**src/inc/pgcd_cfg.svh**
```systemverilog
// Constants for the global configuration decoder
// Assumes inclusion by bare name from the design files
`ifndef PGCD_CFG_SVH
`define PGCD_CFG_SVH

// ----------------------------------------------------------------------
// Auxiliary output source codes
// ----------------------------------------------------------------------
`define PGCD_AUX_REF 2'h0
`define PGCD_AUX_FREQ 2'h1
`define PGCD_AUX_PLL 2'h2
`define PGCD_AUX_LOCK 2'h3

// ----------------------------------------------------------------------
// Third mode pin function codes
// ----------------------------------------------------------------------
`define PGCD_M2_DIS_MAIN 3'h0
`define PGCD_M2_DIS_AUX 3'h1
`define PGCD_M2_DIS_BOTH 3'h2
`define PGCD_M2_RSHIFT 3'h3
`define PGCD_M2_RSVD_A 3'h4
`define PGCD_M2_AUTOMOD 3'h5
`define PGCD_M2_RSVD_B 3'h6
`define PGCD_M2_FORCE_PLL 3'h7

// ----------------------------------------------------------------------
// Reference divider codes
// ----------------------------------------------------------------------
`define PGCD_DIV_4 2'h0
`define PGCD_DIV_2 2'h1
`define PGCD_DIV_1 2'h2
`define PGCD_DIV_RSVD 2'h3

// ----------------------------------------------------------------------
// Field widths, counts, bandwidth base and reset values
// ----------------------------------------------------------------------
`define PGCD_RATIO_W 32
`define PGCD_PART_W 20
`define PGCD_FRAC_LO_W 12
`define PGCD_FRAC_HI_W 20
`define PGCD_BW_BASE_HZ 8'h01
`define PGCD_SET_COUNT 4
`define PGCD_SET_RST 37'h0

`endif

```
**src/inc/pgcd_pkg.sv**
```systemverilog
// Types shared by the global configuration decoder files
// Assumes pgcd_cfg.svh is on the include path
`include "pgcd_cfg.svh"

package pgcd_pkg;

  // --------------------------------------------------------------------
  // Global parameters, loaded once from one-time memory
  // --------------------------------------------------------------------
  typedef struct packed {
    logic auxLockPolaritySelect;
    logic [1:0] referenceDividerSelect;
    logic outputOnUnlockEnable;
    logic ratioFormatSelect;
    logic [2:0] thirdModePinFunction;
    logic [2:0] inputLoopBandwidthSelect;
  } pgcd_global_t;

  // --------------------------------------------------------------------
  // One modal configuration set
  // --------------------------------------------------------------------
  typedef struct packed {
    logic [31:0] userRatio;
    logic [1:0] ratioShiftSelect;
    logic [1:0] auxOutputSourceSelect;
    logic automaticRatioModifierEnable;
  } pgcd_set_t;

  // --------------------------------------------------------------------
  // Decoded ratio in common integer and fraction form
  // --------------------------------------------------------------------
  typedef struct packed {
    logic [19:0] intPart;
    logic [19:0] fracPart;
  } pgcd_ratio_t;

endpackage : pgcd_pkg

```
**src/rtl/pgcd_set_mem.sv**
```systemverilog
// Four-entry store of modal configuration sets
// Assumes writes come from the one-time memory loader on ref_clk
`timescale 1ns/1ps
`include "pgcd_cfg.svh"

module pgcd_set_mem (
  input wire logic ref_clk,
  input wire logic nrst,
  input wire logic wrEn,
  input wire logic [1:0] wrIdx,
  input wire pgcd_pkg::pgcd_set_t wrData,
  input wire logic [1:0] rdIdx,
  output pgcd_pkg::pgcd_set_t rdData
);

  pgcd_pkg::pgcd_set_t mem [`PGCD_SET_COUNT];

  // --------------------------------------------------------------------
  // Storage
  // --------------------------------------------------------------------
  always_ff @(posedge ref_clk) begin
    if (wrEn) begin
      mem[wrIdx] <= wrData;
    end
  end

  // --------------------------------------------------------------------
  // Registered read
  // --------------------------------------------------------------------
  always_ff @(posedge ref_clk or negedge nrst) begin
    if (!nrst) begin
      rdData <= `PGCD_SET_RST;
    end else begin
      rdData <= mem[rdIdx];
    end
  end

endmodule : pgcd_set_mem

```
**src/rtl/pgcd_top.sv**
```systemverilog
// Global configuration decoder and clock routing for the multiplier
// Assumes clocks and pins are sampled on ref_clk through two flip-flops
`timescale 1ns/1ps
`include "pgcd_cfg.svh"

module pgcd_top (
  input wire logic ref_clk,
  input wire logic nrst,
  input wire pgcd_pkg::pgcd_global_t globalCfgIn,
  input wire logic setWrEn,
  input wire logic [1:0] setWrIdx,
  input wire pgcd_pkg::pgcd_set_t setWrData,
  input wire logic [2:0] modePins,
  input wire logic pllLocked,
  input wire logic refClkIn,
  input wire logic freqRefIn,
  input wire logic pllClkIn,
  output logic cfgValid,
  output logic configReserved,
  output logic clkOutMain,
  output logic auxOutData,
  output logic auxOutEn,
  output logic refDivClk,
  output logic ratioShiftEnable,
  output logic [1:0] ratioShiftSelect,
  output logic autoRatioModEnable,
  output logic [31:0] activeRatio,
  output pgcd_pkg::pgcd_ratio_t ratioSplit,
  output logic [7:0] loopBandwidthHz
);

  pgcd_pkg::pgcd_global_t cfg;
  pgcd_pkg::pgcd_set_t setRd;
  logic [2:0] modeMeta, modeSync;
  logic lockMeta, lockSync;
  logic [2:0] clkMeta, clkSync;
  logic refPrev, divCnt;
  logic mainDis, auxDis, unlockGate, m2;
  logic [2:0] fn;
  logic [1:0] auxSrc;
  logic next_clkOutMain, next_auxOutData, next_auxOutEn;

  // --------------------------------------------------------------------
  // Functions
  // --------------------------------------------------------------------
  function automatic pgcd_pkg::pgcd_ratio_t splitRatio(
    input logic [31:0] r, input logic fmt);
    pgcd_pkg::pgcd_ratio_t s;
    if (fmt) begin
      s.intPart = {8'h00, r[31:20]};
      s.fracPart = r[19:0];
    end else begin
      s.intPart = r[31:12];
      s.fracPart = {r[11:0], 8'h00};
    end
    return s;
  endfunction : splitRatio

  function automatic logic [7:0] bwHz(input logic [2:0] sel);
    return `PGCD_BW_BASE_HZ << sel;
  endfunction : bwHz

  // --------------------------------------------------------------------
  // Synchronisers
  // --------------------------------------------------------------------
  always_ff @(posedge ref_clk or negedge nrst) begin
    if (!nrst) begin
      modeMeta <= 3'h0;
      modeSync <= 3'h0;
      lockMeta <= 1'h0;
      lockSync <= 1'h0;
      clkMeta <= 3'h0;
      clkSync <= 3'h0;
    end else begin
      modeMeta <= modePins;
      modeSync <= modeMeta;
      lockMeta <= pllLocked;
      lockSync <= lockMeta;
      clkMeta <= {pllClkIn, freqRefIn, refClkIn};
      clkSync <= clkMeta;
    end
  end

  // --------------------------------------------------------------------
  // Global capture after reset release
  // --------------------------------------------------------------------
  always_ff @(posedge ref_clk or negedge nrst) begin
    if (!nrst) begin
      cfg <= '0;
      cfgValid <= 1'h0;
    end else if (!cfgValid) begin
      cfg <= globalCfgIn;
      cfgValid <= 1'h1;
    end
  end

  // --------------------------------------------------------------------
  // Modal set store
  // --------------------------------------------------------------------
  pgcd_set_mem u_sets (
    .ref_clk(ref_clk),
    .nrst(nrst),
    .wrEn(setWrEn),
    .wrIdx(setWrIdx),
    .wrData(setWrData),
    .rdIdx(modeSync[1:0]),
    .rdData(setRd)
  );

  // --------------------------------------------------------------------
  // Routing decode
  // --------------------------------------------------------------------
  always_comb begin
    m2 = modeSync[2];
    fn = cfg.thirdModePinFunction;
    mainDis = m2 && (fn == `PGCD_M2_DIS_MAIN ||
                     fn == `PGCD_M2_DIS_BOTH);
    auxDis = m2 && (fn == `PGCD_M2_DIS_AUX ||
                    fn == `PGCD_M2_DIS_BOTH);
    auxSrc = setRd.auxOutputSourceSelect;
    if (m2 && fn == `PGCD_M2_FORCE_PLL) begin
      auxSrc = `PGCD_AUX_PLL;
    end
    unlockGate = !cfg.outputOnUnlockEnable && !lockSync;
    next_clkOutMain = cfgValid && clkSync[2] && !mainDis && !unlockGate;
    next_auxOutEn = cfgValid;
    next_auxOutData = 1'h0;
    case (auxSrc)
      `PGCD_AUX_REF: next_auxOutData = clkSync[0] && !auxDis;
      `PGCD_AUX_FREQ: next_auxOutData = clkSync[1] && !auxDis;
      `PGCD_AUX_PLL: next_auxOutData = clkSync[2] && !auxDis && !unlockGate;
      `PGCD_AUX_LOCK: begin
        if (cfg.auxLockPolaritySelect) begin
          next_auxOutEn = cfgValid && !lockSync && !auxDis;
        end else begin
          next_auxOutData = !lockSync && !auxDis;
        end
      end
      default: next_auxOutData = 1'h0;
    endcase
  end

  // --------------------------------------------------------------------
  // Clock and lock outputs
  // --------------------------------------------------------------------
  always_ff @(posedge ref_clk or negedge nrst) begin
    if (!nrst) begin
      clkOutMain <= 1'h0;
      auxOutData <= 1'h0;
      auxOutEn <= 1'h0;
    end else begin
      clkOutMain <= next_clkOutMain;
      auxOutData <= next_auxOutData;
      auxOutEn <= next_auxOutEn;
    end
  end

  // --------------------------------------------------------------------
  // Reference divider
  // --------------------------------------------------------------------
  always_ff @(posedge ref_clk or negedge nrst) begin
    if (!nrst) begin
      refPrev <= 1'h0;
      divCnt <= 1'h0;
      refDivClk <= 1'h0;
    end else begin
      refPrev <= clkSync[0];
      case (cfg.referenceDividerSelect)
        `PGCD_DIV_4: begin
          if (clkSync[0] && !refPrev) begin
            divCnt <= !divCnt;
            if (divCnt) begin
              refDivClk <= !refDivClk;
            end
          end
        end
        `PGCD_DIV_2: begin
          if (clkSync[0] && !refPrev) begin
            refDivClk <= !refDivClk;
          end
        end
        `PGCD_DIV_1: refDivClk <= clkSync[0];
        default: refDivClk <= 1'h0;
      endcase
    end
  end

  // --------------------------------------------------------------------
  // Ratio and loop controls
  // --------------------------------------------------------------------
  always_ff @(posedge ref_clk or negedge nrst) begin
    if (!nrst) begin
      ratioShiftEnable <= 1'h0;
      ratioShiftSelect <= 2'h0;
      autoRatioModEnable <= 1'h0;
      activeRatio <= 32'h0;
      ratioSplit <= '0;
      loopBandwidthHz <= 8'h0;
      configReserved <= 1'h0;
    end else begin
      ratioShiftEnable <= fn == `PGCD_M2_RSHIFT && m2;
      ratioShiftSelect <= setRd.ratioShiftSelect;
      autoRatioModEnable <= (fn == `PGCD_M2_AUTOMOD) ? m2 :
        setRd.automaticRatioModifierEnable;
      activeRatio <= setRd.userRatio;
      ratioSplit <= splitRatio(setRd.userRatio,
        cfg.ratioFormatSelect);
      loopBandwidthHz <= bwHz(cfg.inputLoopBandwidthSelect);
      configReserved <= fn == `PGCD_M2_RSVD_A || fn == `PGCD_M2_RSVD_B ||
        cfg.referenceDividerSelect == `PGCD_DIV_RSVD;
    end
  end
endmodule : pgcd_top

```
**config.mk**
```make
export PLATFORM = sky130hd
export DESIGN_NAME = pgcd_top
export DESIGN_NICKNAME = d
export VERILOG_FILES = /design/src/inc/pgcd_pkg.sv /design/src/rtl/pgcd_set_mem.sv /design/src/rtl/pgcd_top.sv
export VERILOG_INCLUDE_DIRS = /design/src /design/src/inc
export SDC_FILE = /design/constraint.sdc
export NUM_CORES = 1
export LEC_CHECK = 0
export BUFFER_PORTS_ARGS = -buffer_cell sky130_fd_sc_hd__buf_2
export CORE_MARGIN = 2
export CORE_UTILIZATION = 60
export DETAILED_ROUTE_END_ITERATION = 12
export PLACE_DENSITY = 0.93
export SYNTH_ARGS = -nofsm -noshare
export SYNTH_HDL_FRONTEND = slang
export SYNTH_HIERARCHICAL = 1
export SYNTH_SLANG_ARGS = --single-unit
```
**constraint.sdc**
```tcl
create_clock -name ref_clk -period 2.45 [get_ports ref_clk]
set_clock_uncertainty 0.1 [all_clocks]
set_input_delay 0.3675 -clock ref_clk [delete_from_list [all_inputs] [get_ports ref_clk]]
set_output_delay 0.3675 -clock ref_clk [all_outputs]
set_load 0.1 [all_outputs]
```
# == Word level (Yosys, flattened, before mapping) ==
# Memories as Yosys holds them, arrays and structs flattened. A register that Yosys moved wholly into a read port is not among the register bits.
# Cells that the tools add are included.
# op_classes
n_bitwise,0
n_mul,0
eq_ne,16
order_cmp,0
mux,13
n_addsub,0
n_reduce_logical,34
div,0
shift,1
# op_table
operator,n
2-to-1 mux 40 bit,1
logical AND 1 bit,16
"== test 3 bit, second input constant",4
zero test 1 bit,9
2-to-1 mux 1 bit,9
"== test 2 bit, second input constant",4
"<< shifter 1 x 3 -> 8 bit, first input constant",1
"== test 3 x 2 -> 1 bit, second input constant",2
"inequality test 2 bit, second input constant",3
"== test 2 x 1 -> 1 bit, second input constant",2
zero test 2 bit,2
logical OR 1 bit,4
one-hot mux 1 bit (4 select lines),1
"== test 3 x 1 -> 1 bit, second input constant",1
zero test 3 bit,1
one-hot mux 1 bit (3 select lines),1
AND reduction 3 bit,1
2-to-1 mux 2 bit,1
AND reduction 2 bit,1
# word_totals
output_inout_bits,90
n_memories,1
latchBits,0
mem_bits_ro,0
ram_bits,148
reg_bits,117
elab_cells,92
# memory_table
memory,depth,width,read_ports,rd_clocked_by_memory_dff,write_ports,line,source
u_sets.mem,4,37,1,1,1,pgcd_set_mem.sv:16,pgcd_pkg::pgcd_set_t mem [`PGCD_SET_COUNT];

# == Logic depth before layout (Yosys ltp) ==
# depth
word_depth,7
mapped_depth,4

# == By module ==
# The synthesis kept the hierarchy.
# modules_own_cells
mod,area_each_um2,instances,cells_each
pgcd_set_mem,6352.3,1,234
pgcd_top,3721.1,1,217

# == Worst setup path after synthesis ==
# OpenSTA, ideal clock, no wires.
# synth_path
path_kind,input-to-reg
from,input port setWrIdx[1]
to,"memory u_sets/mem[0][0] (netlist name), enable pin"
setup_time_ns,0.486
path_stages,1
required_ns,1.864
slack_ns,-1.265
arrival_time_ns,3.130
cell_sequence,nor3b_1
# synth_rtl
item,line,source
from (decl),pgcd_top.sv:11,"input wire logic [1:0] setWrIdx,"
to (decl),pgcd_set_mem.sv:16,
# Straight into the memory's write port.

# == Worst setup path in the final report ==
# layout_path
from,register cfgValid
to,output port cfgValid
# layout_rtl
item,line,source
from (decl),pgcd_top.sv:18,"output logic cfgValid,"
from (signal assigned),pgcd_top.sv:90,cfgValid <= 1'h0;
from (signal assigned),pgcd_top.sv:93,cfgValid <= 1'h1;
# No word-level cell between the ends.

==> results by group <==
Timing
  – FMAX: 481 MHz
  – Slew HR: 39.4%
  – TNS Setup: 0 ps
  – Worst Hold Slack: 236 ps
  – Slew Viols, Final: 0
  – Slew @ Worst Pin: 909 ps
  – Fin. Hold Viols: 0
  – Final setup margin: 372 ps
  – Unrepaired setup endpoints after global routing: false
  – Period utilization: 84.8%
  – # setup viols final: 0
  – Tmin final: 2080 ps

Die
  – Die area: 17800 µm²
  – Initial core utilization: 61.0%
  – Die Wd: 134 µm
  – CORE AREA: 16500 µm²
  – # rows: 47
  – Die height: 134 µm
  – Io pins: 150

Power and ir drop
  – Clock power frac: 37.1%
  – Internal power: 9.04 mW
  – Cell area power density: 996 nW/µm²
  – Logic pwr share: 15.9%
  – Total power: 12.7 mW
  – Switch share: 28.8%
  – Switching Power: 3.67 mW
  – Leakage power: 5.23 nW
  – Sequential Power Share: 47.0%
  – Max IR drop VDD: 0.000751 V

Synth
  – Area contributors post-synth: edfxtp_1 44%, dfrtp_1 38%, mux4_2 6.7%
  – Avg Cell Area, Syn: 22.3 µm²
  – Main combinational cell family by area after synthesis: multiplexers
  – Synth Area in Simple Gates: 2.56%
  – Sequential element share of the synthesized area: 82.4%
  – Syn Nets: 511
  – Area leader, netlist: edfxtp_1
  – Adder-Cell Fraction of Synth Area: 0%
  – Post-synth cell types: 34
  – Mapped cell area: 10100 µm²
  – Top-area cell type share of the netlist area: 44.1%
  – Complex-gate fraction of the synthesized area: 0.907%
  – Post-synthesis mux area share: 12.7%
  – Xor/xnor cell area share of the yosys netlist: 0.174%
  – Synthesized netlist cell count: 451
  – Yosys warnings: 6
  – Synthesized flop and latch total: 302

Critical path
  – Cell count along the critical path: 2
  – Setup CP Type: reg2out
  – Critical path's top delay family: buffers and inverters
  – Max incr delay on CP: 470 ps
  – CP Buf/Inv Count: 2
  – Crit path DAT: 1610 ps
  – Required @ worst endpoint: 1980 ps
  – CP startpoint kind: register
  – Worst Setup EP: cfgValid
  – Critical path cell sequence: buf_4 -> buf_2
  – Crit path launch: cfgValid
  – Nature of the critical path endpoint: output port
  – R2r setup slk: 670 ps
  – Slowest CP cell: buf_2
  – R2R Path Start: modeSync[0]
  – Critical R2R Capture: u_sets/rdData[3]
  – CP max FO: 14
  – Reg2reg path depth: 2

Clock tree
  – Clock Sinks: 302
  – CTS Buffer Depth: 3
  – Worst-path clk slew: 60 ps
  – Post-CTS Hold Buffers: 56
  – CTS Root Cell: clkbuf_16
  – # H-tree levels: 1
  – CTS tree: yes
  – Clock latency on the worst-skew pair: 530 ps
  – Postcts setup bufs: 0
  – Resized cells post-CTS: 0
  – Total CTS buffers: 29

Detailed routing
  – Drt initial violations: 342
  – Vias/cell: 5.66
  – Vias: 5276
  – TritonRoute pass-1 iters: 5
  – Total wire length: 22300 µm
  – DRC violations left: 0
  – DR WL/cell: 23.9 µm
  – Post-DRT Antenna Nets: 0

Placed design
  – RD Place Congestion: 0.745
  – Total placed cells including tap cells: 821
  – Post-DP HPWL: 12900 µm
  – Buffers on Ports: 149
  – Worst slack at placement: 655 ps

GRT
  – Initial antenna violation count: 1
  – Vias in the first global route: 5787
  – Gr ovfl total: 0
  – Global-route wire length before repair: 34200 µm
  – Aggregate global-route resource usage: 26.3%
  – Largest net degree at the start of global routing: 62

Cells and area
  – Area growth syn-to-layout: 26.7%
  – Non-filler cells, final: 932
  – Layout cell share with drive strength beyond 1: 40.8%
  – Nets: 748

Run
  – Max cap viols: 0

Min path
  – Hold crit path type: in2async

Status
  – Status: finished clean
## cells in the mapped netlist
master    count
dfrtp_1     154
edfxtp_1    148
mux2_2       36
mux4_2       30
and2_1        8
nor2b_1       8
buf_2         7
mux4_1        7
nor2_1        6
nand2_1       5
o21ai_0       5
and3b_1       4
inv_1         4
nor3b_1       4
buf_12        3
and3_1        2
nor3_1        2
xnor2_1       2
a21boi_0      1
a21oi_1       1
a22oi_2       1
a311oi_1      1
a32o_1        1
and4_2        1
buf_6         1
clkbuf_1      1
clkbuf_2      1
conb_1        1
mux2i_1       1
nand2b_1      1
nand4_2       1
o21bai_1      1
o22ai_1       1
o32ai_1       1
## power groups by stage
stage               Combinational, mW  Sequential [mW]  Clock [mW]
finish                           2.02             5.97        4.72
floorplan                       0.339             7.15           0
detailed placement               1.92             6.04           0
global placement                 1.88             6.00           0
CTS                              2.02             5.97        4.78
global route                     2.08             6.00        4.99
## how the worst min path moves through the flow
stage	slack, ps	endpoint	start
global placement	220	cfg[8]	nrst
CTS	240	cfg[8]	nrst
floorplan	-30	activeRatio[0]	nrst
detailed placement	230	ratioShiftEnable	nrst
finish	240	divCnt	nrst
global route	270	ratioShiftSelect[1]	u_sets/rdData[4]
## cells by family after synthesis
group / count (synthesis)
buf+inv: 17
compound gates: 13
other cells: 1
mux: 74
xor+xnor: 2
flops: 302
simple gates: 42
## worst reg2reg max path, delay by kind of cell, from the launching register on
kind,cells,cell delay (ps)
flip-flops,1,690
multiplexers,1,600
buffers and inverters,1,250
## sequential cells by signal (all words and copies together), names as in the netlist, 2 cells and up
name,cells
activeRatio,32
cfg,8
clkMeta,3
clkSync,3
fn,3
loopBandwidthHz,8
modeMeta,3
modeSync,3
ratioShiftSelect,2
ratioSplit,40
u_sets/mem,148
u_sets/rdData,37
## final cells by class
type / instances / area, µm²
clock buffer: 36 / 813
sequential: 302 / 8300
tap: 220 / 275
fill: 834 / 3760
multi-input combinational: 132 / 1660
inverter: 4 / 15.0
clock inverter: 18 / 224
antenna: 1 / 2.50
timing repair buffer: 219 / 1470
## per-stage QoR
stage	area (µm²)	utilization [%]
floorplan	10100	-
global placement	11200	67.5
detailed placement	11200	67.5
CTS	12800	77.2
global route	12800	77.2
finish	12800	77.2
## layer usage
metal,up-vias,GRT usage [%],wire [µm]
met4,0,10.5,771
met1,2763,32.0,8140
met2,257,47.2,12200
met5,-,0,0
met3,59,4.38,1170
li1,2197,-,-
## placed cells by master (no fill, tap or decap), types with 3 or more instances in the layout
master         count
mux4_2            30
and2_1             8
nand2_1            5
nor3b_1            3
buf_4             10
clkbuf_16         30
dlygate4sd3_1     56
mux2_2            36
clkinv_2          10
dfrtp_1          151
mux4_1             7
inv_1              4
edfxtp_1         148
nor2b_1            8
dfrtp_2            3
o21ai_0            5
nor2_1             6
bufinv_16          5
clkbuf_8           4
buf_2            148
buf_12             4
Power figures use the tool's default switching activity.
